==> config.mk <==
export PLATFORM = sky130hd
export DESIGN_NAME = cfu_units
export DESIGN_NICKNAME = d
export VERILOG_FILES = /design/src/pkg/cfu_pkg.sv /design/src/pkg/cfu_pipe_if.sv /design/src/hdl/cfu_pipe.sv /design/src/hdl/cfu_units.sv
export SDC_FILE = /design/constraint.sdc
export NUM_CORES = 2
export LEC_CHECK = 0
export BUFFER_PORTS_ARGS = -buffer_cell sky130_fd_sc_hd__buf_4
export CAP_MARGIN = 5
export CELL_PAD_IN_SITES_DETAIL_PLACEMENT = 0
export CELL_PAD_IN_SITES_GLOBAL_PLACEMENT = 1
export CORE_ASPECT_RATIO = 1.75
export CORE_UTILIZATION = 45
export CTS_CLUSTER_DIAMETER = 50
export DETAILED_ROUTE_END_ITERATION = 16
export PLACE_DENSITY = 0.8
export SYNTH_ARGS = -nofsm -noshare
export SYNTH_HDL_FRONTEND = slang
export SYNTH_SLANG_ARGS = --single-unit
==> constraint.sdc <==
create_clock -name I_CORE_CLK -period 12 [get_ports I_CORE_CLK]
set_input_delay 1.8 -clock I_CORE_CLK [delete_from_list [all_inputs] [get_ports I_CORE_CLK]]
set_output_delay 1.8 -clock I_CORE_CLK [all_outputs]
set_load 0.01 [all_outputs]
==> src/pkg/cfu_pkg.sv <==
// Shared constants for the address, scalar and vector control units.
package cfu_pkg;
  localparam int A_W = 24;
  localparam int S_W = 64;
  localparam int VL_W = 7;
  localparam int NVREG = 8;
  localparam int OP_W = 9;
  localparam int CNT_W = 7;
  localparam logic [VL_W-1:0] VL_FULL = 7'h40;
  localparam logic [VL_W-1:0] VL_ZERO = 7'h00;
  localparam logic [S_W-1:0] ONES64 = 64'hFFFFFFFFFFFFFFFF;
  localparam logic [S_W-1:0] ZERO64 = 64'h0000000000000000;
  localparam logic [7:0] DSH_LIMIT = 8'h80;
  localparam logic [A_W-1:0] CIRC_LIMIT = 24'h000040;
  localparam logic [2:0] REG_ZERO = 3'h0;
  // Opcodes, written in hex; the names give the function, not the value.
  localparam logic [OP_W-1:0] OP_VM_LOAD = 9'h003;
  localparam logic [OP_W-1:0] OP_VL_LOAD = 9'h002;
  localparam logic [OP_W-1:0] OP_POP = 9'h016;
  localparam logic [OP_W-1:0] OP_LZC = 9'h017;
  localparam logic [OP_W-1:0] OP_AADD = 9'h018;
  localparam logic [OP_W-1:0] OP_ASUB = 9'h019;
  localparam logic [OP_W-1:0] OP_AMUL = 9'h01A;
  localparam logic [OP_W-1:0] OP_LMASKL = 9'h022;
  localparam logic [OP_W-1:0] OP_LMASKR = 9'h023;
  localparam logic [OP_W-1:0] OP_LAND = 9'h024;
  localparam logic [OP_W-1:0] OP_LANDN = 9'h025;
  localparam logic [OP_W-1:0] OP_LXOR = 9'h026;
  localparam logic [OP_W-1:0] OP_LXNOR = 9'h027;
  localparam logic [OP_W-1:0] OP_LMERGE = 9'h028;
  localparam logic [OP_W-1:0] OP_LOR = 9'h029;
  localparam logic [OP_W-1:0] OP_SHL0 = 9'h02A;
  localparam logic [OP_W-1:0] OP_SHR0 = 9'h02B;
  localparam logic [OP_W-1:0] OP_SHL = 9'h02C;
  localparam logic [OP_W-1:0] OP_SHR = 9'h02D;
  localparam logic [OP_W-1:0] OP_DSHL = 9'h02E;
  localparam logic [OP_W-1:0] OP_DSHR = 9'h02F;
  localparam logic [OP_W-1:0] OP_SADD = 9'h030;
  localparam logic [OP_W-1:0] OP_SSUB = 9'h031;
  // Unit times in clock periods.
  localparam int LAT_AADD = 2;
  localparam int LAT_AMUL = 4;
  localparam int LAT_SADD = 3;
  localparam int LAT_SSH1 = 2;
  localparam int LAT_SSH2 = 3;
  localparam int LAT_SLOG = 1;
  localparam int LAT_POP = 4;
  localparam int LAT_LZC = 3;
endpackage

==> src/pkg/cfu_pipe_if.sv <==
// Carrier between the unit front end and a fixed-latency result pipe.
`timescale 1ns/1ps
`default_nettype none
interface cfu_pipe_if #(parameter int W = 64);
  logic in_valid;
  logic [W-1:0] in_data;
  logic out_valid;
  logic [W-1:0] out_data;
  modport src (output in_valid, output in_data, input out_valid, input out_data);
  modport pipe (input in_valid, input in_data, output out_valid, output out_data);
endinterface
`default_nettype wire

==> src/hdl/cfu_pipe.sv <==
// Fixed-latency, fully segmented result pipe.
`timescale 1ns/1ps
`default_nettype none
module cfu_pipe #(
  parameter int W = 64,
  parameter int D = 2
) (
  input wire logic i_clk,
  input wire logic i_rst,
  cfu_pipe_if.pipe p
);
  typedef struct packed {
    logic [D-1:0] vld;
    logic [D-1:0][W-1:0] dat;
  } cfu_pstate_t;
  cfu_pstate_t st_reg;
  cfu_pstate_t st_next;

  // Every stage moves each cycle, so a new operand set enters each period.
  always_comb begin
    st_next = st_reg;
    st_next.vld[0] = p.in_valid;
    st_next.dat[0] = p.in_data;
    for (int n = 1; n < D; n++) begin
      st_next.vld[n] = st_reg.vld[n-1];
      st_next.dat[n] = st_reg.dat[n-1];
    end
  end

  always_ff @(posedge i_clk) begin
    if (i_rst) begin
      st_reg <= '0;
    end else begin
      st_reg <= st_next;
    end
  end

  assign p.out_valid = st_reg.vld[D-1];
  assign p.out_data = st_reg.dat[D-1];
endmodule // cfu_pipe
`default_nettype wire

==> src/hdl/cfu_units.sv <==
// Address and scalar units, vector length and mask, vector register reservations.
// Function
// - An operand-reserved vector register is refused as source or destination until released.
// - One vector instruction may name one register as source and destination.
// - A register feeds one operation and receives from one operation at once.
// - Each vector issue latches its own length and scalar; neither register is reserved.
// - Base and stride address registers of vector memory ops are never reserved.
// - Length register is seven bits; written zero means a length of 64.
// - Length steers opcodes 140-177, loaded by 0020, read back by 023301.
// - Mask has 64 bits; top bit is element 0, bottom bit element 63.
// - Mask loaded by 003, made by 175, selects merges, read by 073.
// - Every unit finishes in a constant time with no stalls.
// - Every unit accepts a new operand set each clock.
// - All units here operate concurrently.
// - Address add and subtract, 24 bits, subtract by complement plus one.
// - Address add result appears two clocks after entry.
// - Address multiply keeps the low 24 product bits, no overflow.
// - Address multiply result appears four clocks after entry.
// - Scalar 64-bit add and subtract, no overflow, three clocks.
// - Single and double end-off shifts; double turns circular for equal nonzero designators and counts up to 64.
// - Single shifts take two clocks, double shifts three clocks.
// - Scalar logical operations 042-051 take one clock.
// - Population count of 64 bits in four clocks, 7-bit address result.
// - Leading zero count in three clocks, result to an address register.
`timescale 1ns/1ps
`default_nettype none
module cfu_units
  import cfu_pkg::*;
(
  input wire logic I_CORE_CLK,
  input wire logic I_SYS_RST,
  input wire logic i_ISS_VALID,
  input wire logic [OP_W-1:0] i_ISS_OPCODE,
  input wire logic [2:0] i_ISS_I,
  input wire logic [2:0] i_ISS_J,
  input wire logic [2:0] i_ISS_K,
  input wire logic [A_W-1:0] i_ISS_AJ,
  input wire logic [A_W-1:0] i_ISS_AK,
  input wire logic [S_W-1:0] i_ISS_SI,
  input wire logic [S_W-1:0] i_ISS_SJ,
  input wire logic [S_W-1:0] i_ISS_SK,
  input wire logic i_VTEST_VALID,
  input wire logic [S_W-1:0] i_VTEST_MASK,
  input wire logic [5:0] i_MERGE_ELEM,
  input wire logic i_VEC_VALID,
  input wire logic [2:0] i_VEC_DST,
  input wire logic [2:0] i_VEC_SRC1,
  input wire logic [2:0] i_VEC_SRC2,
  input wire logic i_VEC_USE_DST,
  input wire logic i_VEC_USE_SRC1,
  input wire logic i_VEC_USE_SRC2,
  input wire logic [S_W-1:0] i_VEC_SCALAR,
  input wire logic [NVREG-1:0] i_VREL_OPND,
  input wire logic [NVREG-1:0] i_VREL_RES,
  output logic o_VEC_GRANT,
  output logic o_VEC_STB,
  output logic [CNT_W-1:0] o_VEC_LEN,
  output logic [S_W-1:0] o_VEC_SCALAR,
  output logic [NVREG-1:0] o_OPND_RES,
  output logic [NVREG-1:0] o_RES_RES,
  output logic [VL_W-1:0] o_VL_READ,
  output logic [CNT_W-1:0] o_VL_EFF,
  output logic [S_W-1:0] o_VM_READ,
  output logic o_MERGE_SEL,
  output logic o_AADD_VALID,
  output logic [A_W-1:0] o_AADD_DATA,
  output logic o_AMUL_VALID,
  output logic [A_W-1:0] o_AMUL_DATA,
  output logic o_SADD_VALID,
  output logic [S_W-1:0] o_SADD_DATA,
  output logic o_SSH1_VALID,
  output logic [S_W-1:0] o_SSH1_DATA,
  output logic o_SSH2_VALID,
  output logic [S_W-1:0] o_SSH2_DATA,
  output logic o_SLOG_VALID,
  output logic [S_W-1:0] o_SLOG_DATA,
  output logic o_POP_VALID,
  output logic [CNT_W-1:0] o_POP_DATA,
  output logic o_LZC_VALID,
  output logic [CNT_W-1:0] o_LZC_DATA
);
  typedef struct packed {
    logic [VL_W-1:0] vl;
    logic [S_W-1:0] vm;
    logic [NVREG-1:0] opnd_res;
    logic [NVREG-1:0] res_res;
    logic [CNT_W-1:0] vlen;
    logic [S_W-1:0] vsc;
    logic vstb;
  } cfu_state_t;
  cfu_state_t st_reg;
  cfu_state_t st_next;

  cfu_pipe_if #(.W(A_W)) aadd_if ();
  cfu_pipe_if #(.W(A_W)) amul_if ();
  cfu_pipe_if #(.W(S_W)) sadd_if ();
  cfu_pipe_if #(.W(S_W)) ssh1_if ();
  cfu_pipe_if #(.W(S_W)) ssh2_if ();
  cfu_pipe_if #(.W(S_W)) slog_if ();
  cfu_pipe_if #(.W(CNT_W)) pop_if ();
  cfu_pipe_if #(.W(CNT_W)) lzc_if ();

  logic [CNT_W-1:0] vl_eff;
  logic [5:0] jk;
  logic [2*S_W-1:0] dword;
  logic [2*S_W-1:0] dshift;
  logic dcirc;
  logic [CNT_W-1:0] lz;
  logic vec_ok;
  logic [NVREG-1:0] set_opnd;
  logic [NVREG-1:0] set_res;

  assign vl_eff = (st_reg.vl == VL_ZERO) ? VL_FULL : st_reg.vl;
  assign jk = {i_ISS_J, i_ISS_K};

  // Operands of the double shift; equal nonzero designators with a count up to 64 wrap the register on itself.
  assign dcirc = (i_ISS_I == i_ISS_J) && (i_ISS_I != REG_ZERO) &&
      (i_ISS_AK <= CIRC_LIMIT);
  always_comb begin
    if (i_ISS_OPCODE == OP_DSHL) begin
      dword = {i_ISS_SI, dcirc ? i_ISS_SI : i_ISS_SJ};
      dshift = dword << i_ISS_AK[6:0];
    end else begin
      dword = {dcirc ? i_ISS_SI : i_ISS_SJ, i_ISS_SI};
      dshift = dword >> i_ISS_AK[6:0];
    end
  end

  always_comb begin
    lz = VL_FULL;
    for (int n = 0; n < S_W; n++) begin
      if (i_ISS_SJ[n]) begin
        lz = CNT_W'(S_W - 1 - n);
      end
    end
  end

  // Each unit decodes on its own, so several units run at once from successive issues.
  always_comb begin
    aadd_if.in_valid = i_ISS_VALID && (i_ISS_OPCODE == OP_AADD || i_ISS_OPCODE == OP_ASUB);
    aadd_if.in_data = (i_ISS_OPCODE == OP_ASUB) ?
        A_W'(i_ISS_AJ + ~i_ISS_AK + 1'b1) : A_W'(i_ISS_AJ + i_ISS_AK);
    amul_if.in_valid = i_ISS_VALID && (i_ISS_OPCODE == OP_AMUL);
    amul_if.in_data = A_W'(i_ISS_AJ * i_ISS_AK);
    sadd_if.in_valid = i_ISS_VALID && (i_ISS_OPCODE == OP_SADD || i_ISS_OPCODE == OP_SSUB);
    sadd_if.in_data = (i_ISS_OPCODE == OP_SSUB) ?
        S_W'(i_ISS_SJ + ~i_ISS_SK + 1'b1) : S_W'(i_ISS_SJ + i_ISS_SK);
    ssh1_if.in_valid = i_ISS_VALID && (i_ISS_OPCODE >= OP_SHL0) && (i_ISS_OPCODE <= OP_SHR);
    ssh1_if.in_data = i_ISS_OPCODE[0] ? (i_ISS_SI >> jk) : (i_ISS_SI << jk);
    ssh2_if.in_valid = i_ISS_VALID && (i_ISS_OPCODE == OP_DSHL || i_ISS_OPCODE == OP_DSHR);
    if ({16'h0000, i_ISS_AK} >= {32'(DSH_LIMIT)}) begin
      ssh2_if.in_data = ZERO64;
    end else if (i_ISS_OPCODE == OP_DSHL) begin
      ssh2_if.in_data = dshift[2*S_W-1:S_W];
    end else begin
      ssh2_if.in_data = dshift[S_W-1:0];
    end
    slog_if.in_valid = i_ISS_VALID && (i_ISS_OPCODE >= OP_LMASKL) && (i_ISS_OPCODE <= OP_LOR);
    case (i_ISS_OPCODE)
      OP_LMASKL: slog_if.in_data = ~(ONES64 >> jk);
      OP_LMASKR: slog_if.in_data = ~(ONES64 << jk);
      OP_LAND: slog_if.in_data = i_ISS_SJ & i_ISS_SK;
      OP_LANDN: slog_if.in_data = i_ISS_SK & ~i_ISS_SJ;
      OP_LXOR: slog_if.in_data = i_ISS_SJ ^ i_ISS_SK;
      OP_LXNOR: slog_if.in_data = ~(i_ISS_SJ ^ i_ISS_SK);
      OP_LMERGE: slog_if.in_data = (i_ISS_SJ & i_ISS_SK) | (i_ISS_SI & ~i_ISS_SK);
      OP_LOR: slog_if.in_data = i_ISS_SJ | i_ISS_SK;
      default: slog_if.in_data = ZERO64;
    endcase
    pop_if.in_valid = i_ISS_VALID && (i_ISS_OPCODE == OP_POP);
    pop_if.in_data = CNT_W'($countones(i_ISS_SJ));
    lzc_if.in_valid = i_ISS_VALID && (i_ISS_OPCODE == OP_LZC);
    lzc_if.in_data = lz;
  end

  // Fixed-depth pipes: no stall input exists, so timing never varies.
  cfu_pipe #(.W(A_W), .D(LAT_AADD)) u_aadd (
    .i_clk(I_CORE_CLK), .i_rst(I_SYS_RST), .p(aadd_if));
  cfu_pipe #(.W(A_W), .D(LAT_AMUL)) u_amul (
    .i_clk(I_CORE_CLK), .i_rst(I_SYS_RST), .p(amul_if));
  cfu_pipe #(.W(S_W), .D(LAT_SADD)) u_sadd (
    .i_clk(I_CORE_CLK), .i_rst(I_SYS_RST), .p(sadd_if));
  cfu_pipe #(.W(S_W), .D(LAT_SSH1)) u_ssh1 (
    .i_clk(I_CORE_CLK), .i_rst(I_SYS_RST), .p(ssh1_if));
  cfu_pipe #(.W(S_W), .D(LAT_SSH2)) u_ssh2 (
    .i_clk(I_CORE_CLK), .i_rst(I_SYS_RST), .p(ssh2_if));
  cfu_pipe #(.W(S_W), .D(LAT_SLOG)) u_slog (
    .i_clk(I_CORE_CLK), .i_rst(I_SYS_RST), .p(slog_if));
  cfu_pipe #(.W(CNT_W), .D(LAT_POP)) u_pop (
    .i_clk(I_CORE_CLK), .i_rst(I_SYS_RST), .p(pop_if));
  cfu_pipe #(.W(CNT_W), .D(LAT_LZC)) u_lzc (
    .i_clk(I_CORE_CLK), .i_rst(I_SYS_RST), .p(lzc_if));

  // A result-reserved source is still accepted, which is what lets chaining start.
  always_comb begin
    vec_ok = 1'b1;
    if (i_VEC_USE_SRC1 && st_reg.opnd_res[i_VEC_SRC1]) vec_ok = 1'b0;
    if (i_VEC_USE_SRC2 && st_reg.opnd_res[i_VEC_SRC2]) vec_ok = 1'b0;
    if (i_VEC_USE_DST && (st_reg.opnd_res[i_VEC_DST] || st_reg.res_res[i_VEC_DST])) begin
      vec_ok = 1'b0;
    end
    set_opnd = '0;
    set_res = '0;
    if (i_VEC_VALID && vec_ok) begin
      // The destination's own source reservation is placed only now, so it never blocks itself.
      if (i_VEC_USE_SRC1) set_opnd[i_VEC_SRC1] = 1'b1;
      if (i_VEC_USE_SRC2) set_opnd[i_VEC_SRC2] = 1'b1;
      if (i_VEC_USE_DST) set_res[i_VEC_DST] = 1'b1;
    end
  end

  always_comb begin
    st_next = st_reg;
    if (i_ISS_VALID && i_ISS_OPCODE == OP_VL_LOAD) begin
      st_next.vl = i_ISS_AK[VL_W-1:0];
    end
    if (i_VTEST_VALID) begin
      st_next.vm = i_VTEST_MASK;
    end else if (i_ISS_VALID && i_ISS_OPCODE == OP_VM_LOAD) begin
      st_next.vm = i_ISS_SJ;
    end
    // A new reservation wins over a release arriving in the same cycle.
    st_next.opnd_res = (st_reg.opnd_res & ~i_VREL_OPND) | set_opnd;
    st_next.res_res = (st_reg.res_res & ~i_VREL_RES) | set_res;
    st_next.vstb = i_VEC_VALID && vec_ok;
    if (i_VEC_VALID && vec_ok) begin
      st_next.vlen = vl_eff;
      st_next.vsc = i_VEC_SCALAR;
    end
  end

  always_ff @(posedge I_CORE_CLK) begin
    if (I_SYS_RST) begin
      st_reg <= '0;
    end else begin
      st_reg <= st_next;
    end
  end

  // Address operands of vector memory ops never enter this state, so they stay free.
  assign o_VEC_GRANT = i_VEC_VALID && vec_ok;
  assign o_VEC_STB = st_reg.vstb;
  assign o_VEC_LEN = st_reg.vlen;
  assign o_VEC_SCALAR = st_reg.vsc;
  assign o_OPND_RES = st_reg.opnd_res;
  assign o_RES_RES = st_reg.res_res;
  assign o_VL_READ = st_reg.vl;
  assign o_VL_EFF = vl_eff;
  assign o_VM_READ = st_reg.vm;
  assign o_MERGE_SEL = st_reg.vm[S_W-1-i_MERGE_ELEM];
  assign o_AADD_VALID = aadd_if.out_valid;
  assign o_AADD_DATA = aadd_if.out_data;
  assign o_AMUL_VALID = amul_if.out_valid;
  assign o_AMUL_DATA = amul_if.out_data;
  assign o_SADD_VALID = sadd_if.out_valid;
  assign o_SADD_DATA = sadd_if.out_data;
  assign o_SSH1_VALID = ssh1_if.out_valid;
  assign o_SSH1_DATA = ssh1_if.out_data;
  assign o_SSH2_VALID = ssh2_if.out_valid;
  assign o_SSH2_DATA = ssh2_if.out_data;
  assign o_SLOG_VALID = slog_if.out_valid;
  assign o_SLOG_DATA = slog_if.out_data;
  assign o_POP_VALID = pop_if.out_valid;
  assign o_POP_DATA = pop_if.out_data;
  assign o_LZC_VALID = lzc_if.out_valid;
  assign o_LZC_DATA = lzc_if.out_data;

  wire iss_aadd = i_ISS_VALID && i_ISS_OPCODE == OP_AADD;
  wire iss_asub = i_ISS_VALID && i_ISS_OPCODE == OP_ASUB;
endmodule // cfu_units
`default_nettype wire

==> impl_metrics.py, run 1 <==
metrics = {
    "global_routing": {
        "global_route_wire_length_before_repair_mm": 721,
        "track_usage_pct": 57.8,
        "maximum_number_of_pins_on_one_net_before_global_route_repair": 201,
        "grt_pass1_vias": 87193,
        "grt_overflow_total": 10,
    },
    "outcome": {
        "toolErrorMsg": "[ERROR GRT-0116] Global routing finished with congestion. Check the congestion regions in the DRC Viewer.",
        "failing_step": "global routing",
        "run_status": "stopped before the end",
    },
    "floorplanning": {
        "top_level_ports": 919,
        "die_height_um": 558,
        "floorplan.initialDensity_pct": 45.4,
        "floorplan.die.width_um": 320,
        "num_rows": 203,
    },
    "logic_synthesis": {
        "yosysUniqueCellTypes": 91,
        "synth_seq_cells": 950,
        "post_synth_edffs": 0,
        "syn-cell-area_sq_um": 79500,
        "post_synth_inst_count": 9884,
        "ys.warnings.count": 0,
        "synth_sequential_area_ratio_pct": 23.9,
        "async_flop_share_pct": 0,
        "synth_area_per_cell_sq_um": 8.04,
        "synth_fp_nets": 10981,
        "synthFlopType": "dfxtp_1",
    },
    "placed_design": {
        "post-dp-hpwl_mm": 386,
        "gp_congestion": 1.16,
        "buffer_ports.inserted": 918,
        "placed_cells_incl_taps": 12421,
    },
    "cts": {
        "post-cts-setup-buffers": 0,
        "cts_sinks": 950,
        "cts_root_buffer": "clkbuf_16",
        "cts_inserted_buffers": 92,
        "htree_num_levels": 3,
        "cts_resized": 0,
        "hold_buffers": 0,
        "cts.path.max_buffers": 3,
    },
}
synthesized netlist by cell type, types with 14 or more instances:
library cell  number  area share [%]
xor2_1            34            0.37
fa_1             271             6.8
nor2b_1          513             4.0
a2111oi_0         28            0.31
nand4_1           19            0.15
a221oi_1          84            0.93
ha_1             401             6.3
xnor2_1          110             1.2
a21o_1            68            0.64
and3_1            25            0.20
o311ai_0          23            0.25
o31ai_1           33            0.31
and2_1           112            0.88
buf_2             19            0.12
a221o_1           25            0.31
a31oi_1           92            0.72
o22ai_1          137             1.1
a22oi_1           55            0.52
nand3_1           69            0.43
mux2i_1          758             9.5
a211o_1           25            0.28
a21oi_1          774             4.9
or2_2             21            0.17
o221ai_1          55            0.61
o21bai_1          46            0.43
o211ai_1          62            0.59
a41oi_1           14            0.15
mux4_2           171             4.8
nand2b_1          97            0.76
o22a_1            24            0.26
buf_1            150            0.71
o21ai_0          602             3.8
nand2_1          817             3.9
a311oi_1          18            0.20
nor4_1            39            0.31
dfxtp_1          950              24
clkbuf_1         627             3.0
nor3_1           140            0.88
inv_1            595             2.8
mux2_2           166             2.4
a211oi_1         120             1.1
or3_1             28            0.22
nor2_1          1210             5.7
o21a_1            31            0.29
cell families after synthesis:
| family | after synthesis | share of synthesized area (%) |
|---|---|---|
| simple gates | 3132 | 18.1 |
| buf+inv | 1406 | 6.76 |
| fa+ha+maj | 672 | 13.1 |
| mux | 1102 | 17.0 |
| xor+xnor | 144 | 1.59 |
| flops | 950 | 23.9 |
| compound gates | 2478 | 19.6 |
through the flow:
stage	area (sq um)	hold WS (ps)	worst slack, ps
CTS	90800	422	4500
global placement	87600	415	3690
detailed placement	87600	420	3780
floorplan	79500	414	2820
routing by layer:
metal | GRT overflow | global-route usage, %
met2 | 3 | 83.2
met5 | 0 | 2.74
met1 | 0 | 56.2
met4 | 7 | 63.1
met3 | 0 | 31.2
==> run 2: changes to the inputs <==
CELL_PAD_IN_SITES_DETAIL_PLACEMENT = unset   (was 0)
CELL_PAD_IN_SITES_GLOBAL_PLACEMENT = unset   (was 1)
CORE_ASPECT_RATIO = unset   (was 1.75)
CORE_UTILIZATION = 30   (was 45)
CTS_CLUSTER_DIAMETER = unset   (was 50)
PLACE_DENSITY = unset   (was 0.8)
PLACE_DENSITY_LB_ADDON = 0.15   (was unset)
==> run 2 against run 1 <==
Net effect: the flow now finishes without violations; synthesized cell count stayed put; area after synthesis stayed put.
==> impl_metrics.py, run 2 <==
metrics = {
    "outcome": {
        "run_status": "finished clean",
    },
    "cts": {
        "cts_sinks": 950,
        "hold_buffers": 0,
        "post-cts-setup-buffers": 0,
        "cts_resized": 0,
        "cts_root_buffer": "clkbuf_16",
        "insertion_delay_ps": 770,
        "htree_num_levels": 3,
        "cts.path.max_buffers": 3,
        "cts.reportedPaths.clkPinSlew_ps": 60,
        "cts_inserted_buffers": 105,
        "cts_tree": "done",
    },
    "timing": {
        "final-setup-viol-count": 0,
        "period_share_pct": 70.3,
        "hold_ws_ps": 413,
        "fin_tns_setup_ps": 0,
        "final_max_slew_viol_count": 0,
        "finalHoldViolations": 0,
        "timing_worst_slew_pin_value_ps": 1380,
        "grt_setup_unrepaired": "false",
        "slew_headroom_pct": 8.08,
        "timing.fmax_ghz": 0.119,
        "period_needed_ps": 8440,
        "finalClockSkew_ps": 35.2,
    },
    "logic_synthesis": {
        "async_flop_share_pct": 0,
        "synth_area_per_cell_sq_um": 8.04,
        "synthDominantCellAreaShare_pct": 23.9,
        "post_synth_edffs": 0,
        "synth_top_area_cell": "dfxtp_1",
        "post-synth-top-count-cell": "nor2_1",
        "syn-cell-area_sq_um": 79500,
        "synth_seq_cells": 950,
        "synth.top_cells.by_area": "dfxtp_1, mux2i_1, fa_1, ha_1, nor2_1",
        "synth_sequential_area_ratio_pct": 23.9,
        "synthFlopType": "dfxtp_1",
        "synth_fp_nets": 10981,
        "yosysUniqueCellTypes": 91,
        "post_synth_inst_count": 9884,
        "ys.warnings.count": 0,
        "synth_commonest_cells": "nor2_1, dfxtp_1, nand2_1, a21oi_1, mux2i_1",
    },
    "floorplanning": {
        "die_area_sq_um": 267000,
        "top_level_ports": 919,
        "floorplan.die.width_um": 517,
        "num_rows": 188,
        "floorplan.core_area_sq_um": 263000,
        "die_height_um": 517,
        "floorplan.initialDensity_pct": 30.2,
    },
    "global_routing": {
        "grt_overflow_total": 0,
        "antenna_found_initial": 110,
        "grt_pass1_vias": 78221,
        "global_route_wire_length_before_repair_mm": 683,
        "track_usage_pct": 36.9,
        "maximum_number_of_pins_on_one_net_before_global_route_repair": 185,
    },
    "setup_path": {
        "worstRegToRegCells": 7,
        "critical_path_data_arrival_time_ps": 9070,
        "worstPathMaxFanout": 67,
        "timing.critical_path.from_type": "input port",
        "end_kind": "flip-flop",
        "required_ps": 12630,
        "critical_path_class": "in -> reg",
    },
    "detailed_routing": {
        "viasPerCell": 5.99,
        "drt_iter0_markers": 11020,
        "route.detailed.wl_per_inst_um": 36.8,
        "drtAntennaViolNets": 0,
        "drc": 0,
        "sum_of_routed_wire_length_over_all_layers_mm": 512,
        "drt_first_pass_iters": 7,
        "routed-via-count": 83480,
    },
    "power_and_ir_drop": {
        "max-vdd-ir-drop_uv": 335,
        "power_density_nw_per_um2": 167,
        "leak_pwr_nw": 40.2,
    },
    "cells_and_area": {
        "final_design_area_no_fill_sq_um": 93100,
        "post_layout_nonfiller_instances": 13927,
        "final_core_utilization_pct": 35.4,
        "fin_nets": 11349,
        "highest_count_cells_in_the_layout_ignoring_fill_and_taps": "nor2_1, buf_4, dfxtp_1",
        "fraction_of_layout_cells_with_a_size_suffix_above_1_pct": 16.4,
        "area.growth.synth_to_final_pct": 17.1,
        "most_common_library_cell_in_the_layout_ignoring_fill_and_taps": "nor2_1",
    },
    "placed_design": {
        "placed_cells_incl_taps": 13660,
        "buffer_ports.inserted": 918,
        "gp_congestion": 1.04,
        "dpl_cell_area_sq_um": 89100,
        "post-dp-hpwl_mm": 398,
    },
    "worst_hold_path": {
        "hold-path-cell-count": 1,
        "holdCritPathClass": "reg -> reg",
    },
    "job": {
        "max_cap_violations": 0,
    },
}
## run 2: cell counts after synthesis
No cell type changed its count.
## run 2: worst paths after layout
check	from	endpoint	slack (ps)
worst max-delay path	i_ISS_AK[1]	u_amul.st_next[47]$_SDFF_PP0_	3560
worst min-delay path	u_amul.st_next[38]$_SDFF_PP0_	u_amul.st_next[62]$_SDFF_PP0_	410
worst max register to register	o_OPND_RES[5]$_SDFF_PP0_	o_VEC_SCALAR[7]$_SDFFE_PP0P_	8440
worst min register to register	u_amul.st_next[38]$_SDFF_PP0_	u_amul.st_next[62]$_SDFF_PP0_	410
## run 2: cell families after synthesis
logic type	synth area share (%)
xor gates and xnor gates	1.59
buffers and inverters	6.76
DFF	23.9
adders and majority gates	13.1
muxes	17.0
AOI/OAI and AO/OA	19.6
and+or+nand+nor	18.1
## run 2: per-layer routing
layer  vias to the layer above  routed length (um)  global-route usage (%)
li1                      35261                   -                       -
met1                     41321              213000                    48.7
met2                      5613              208000                    52.3
met3                      1239               56300                    11.1
met4                        46               35100                    22.9
met5                         -                 312                   0.180
## run 2: layout make-up
cell class                 count  area, sq um
timing repair buffer        1066         8120
inverter                     601         2280
clock inverter                61          892
sequential                   950        19000
multi-input combinational   7528        55300
clock buffer                 134         2970
fill                       27825       170000
tap                         3515         4400
antenna                       72          180
## run 2: per-stage QoR
stage	setup slack, ps	power [mW]
final	3560	15.5
after global routing	3120	16.5
after CTS	3630	15.5
after detailed placement	2800	11.8
after global placement	2840	11.9
after floorplan	2820	9.05
## run 2: critical path, stage by stage
cell and delay [ps]:
clkbuf_8 400, buf_4 650, and2_1 250, fa_1 410, inv_1 90, fa_1 390
inv_1 100, fa_1 390, ha_1 280, ha_1 280, inv_1 50, fa_1 450
fa_1 490, inv_1 40, ha_1 200, a2111oi_0 670, o31ai_1 280, o41ai_1 410
o21ai_0 200, o21ai_0 490, a21oi_1 200, a31oi_1 260, xnor2_1 140, nor2_1 50
## run 2: where the power goes
group          total (mW)  switching [mW]  internal [mW]
registers            3.50          0.0995           3.40
clock network        3.58            1.45           2.13
logic                8.44            5.13           3.31
No activity file was read; power rests on OpenSTA's default activity.
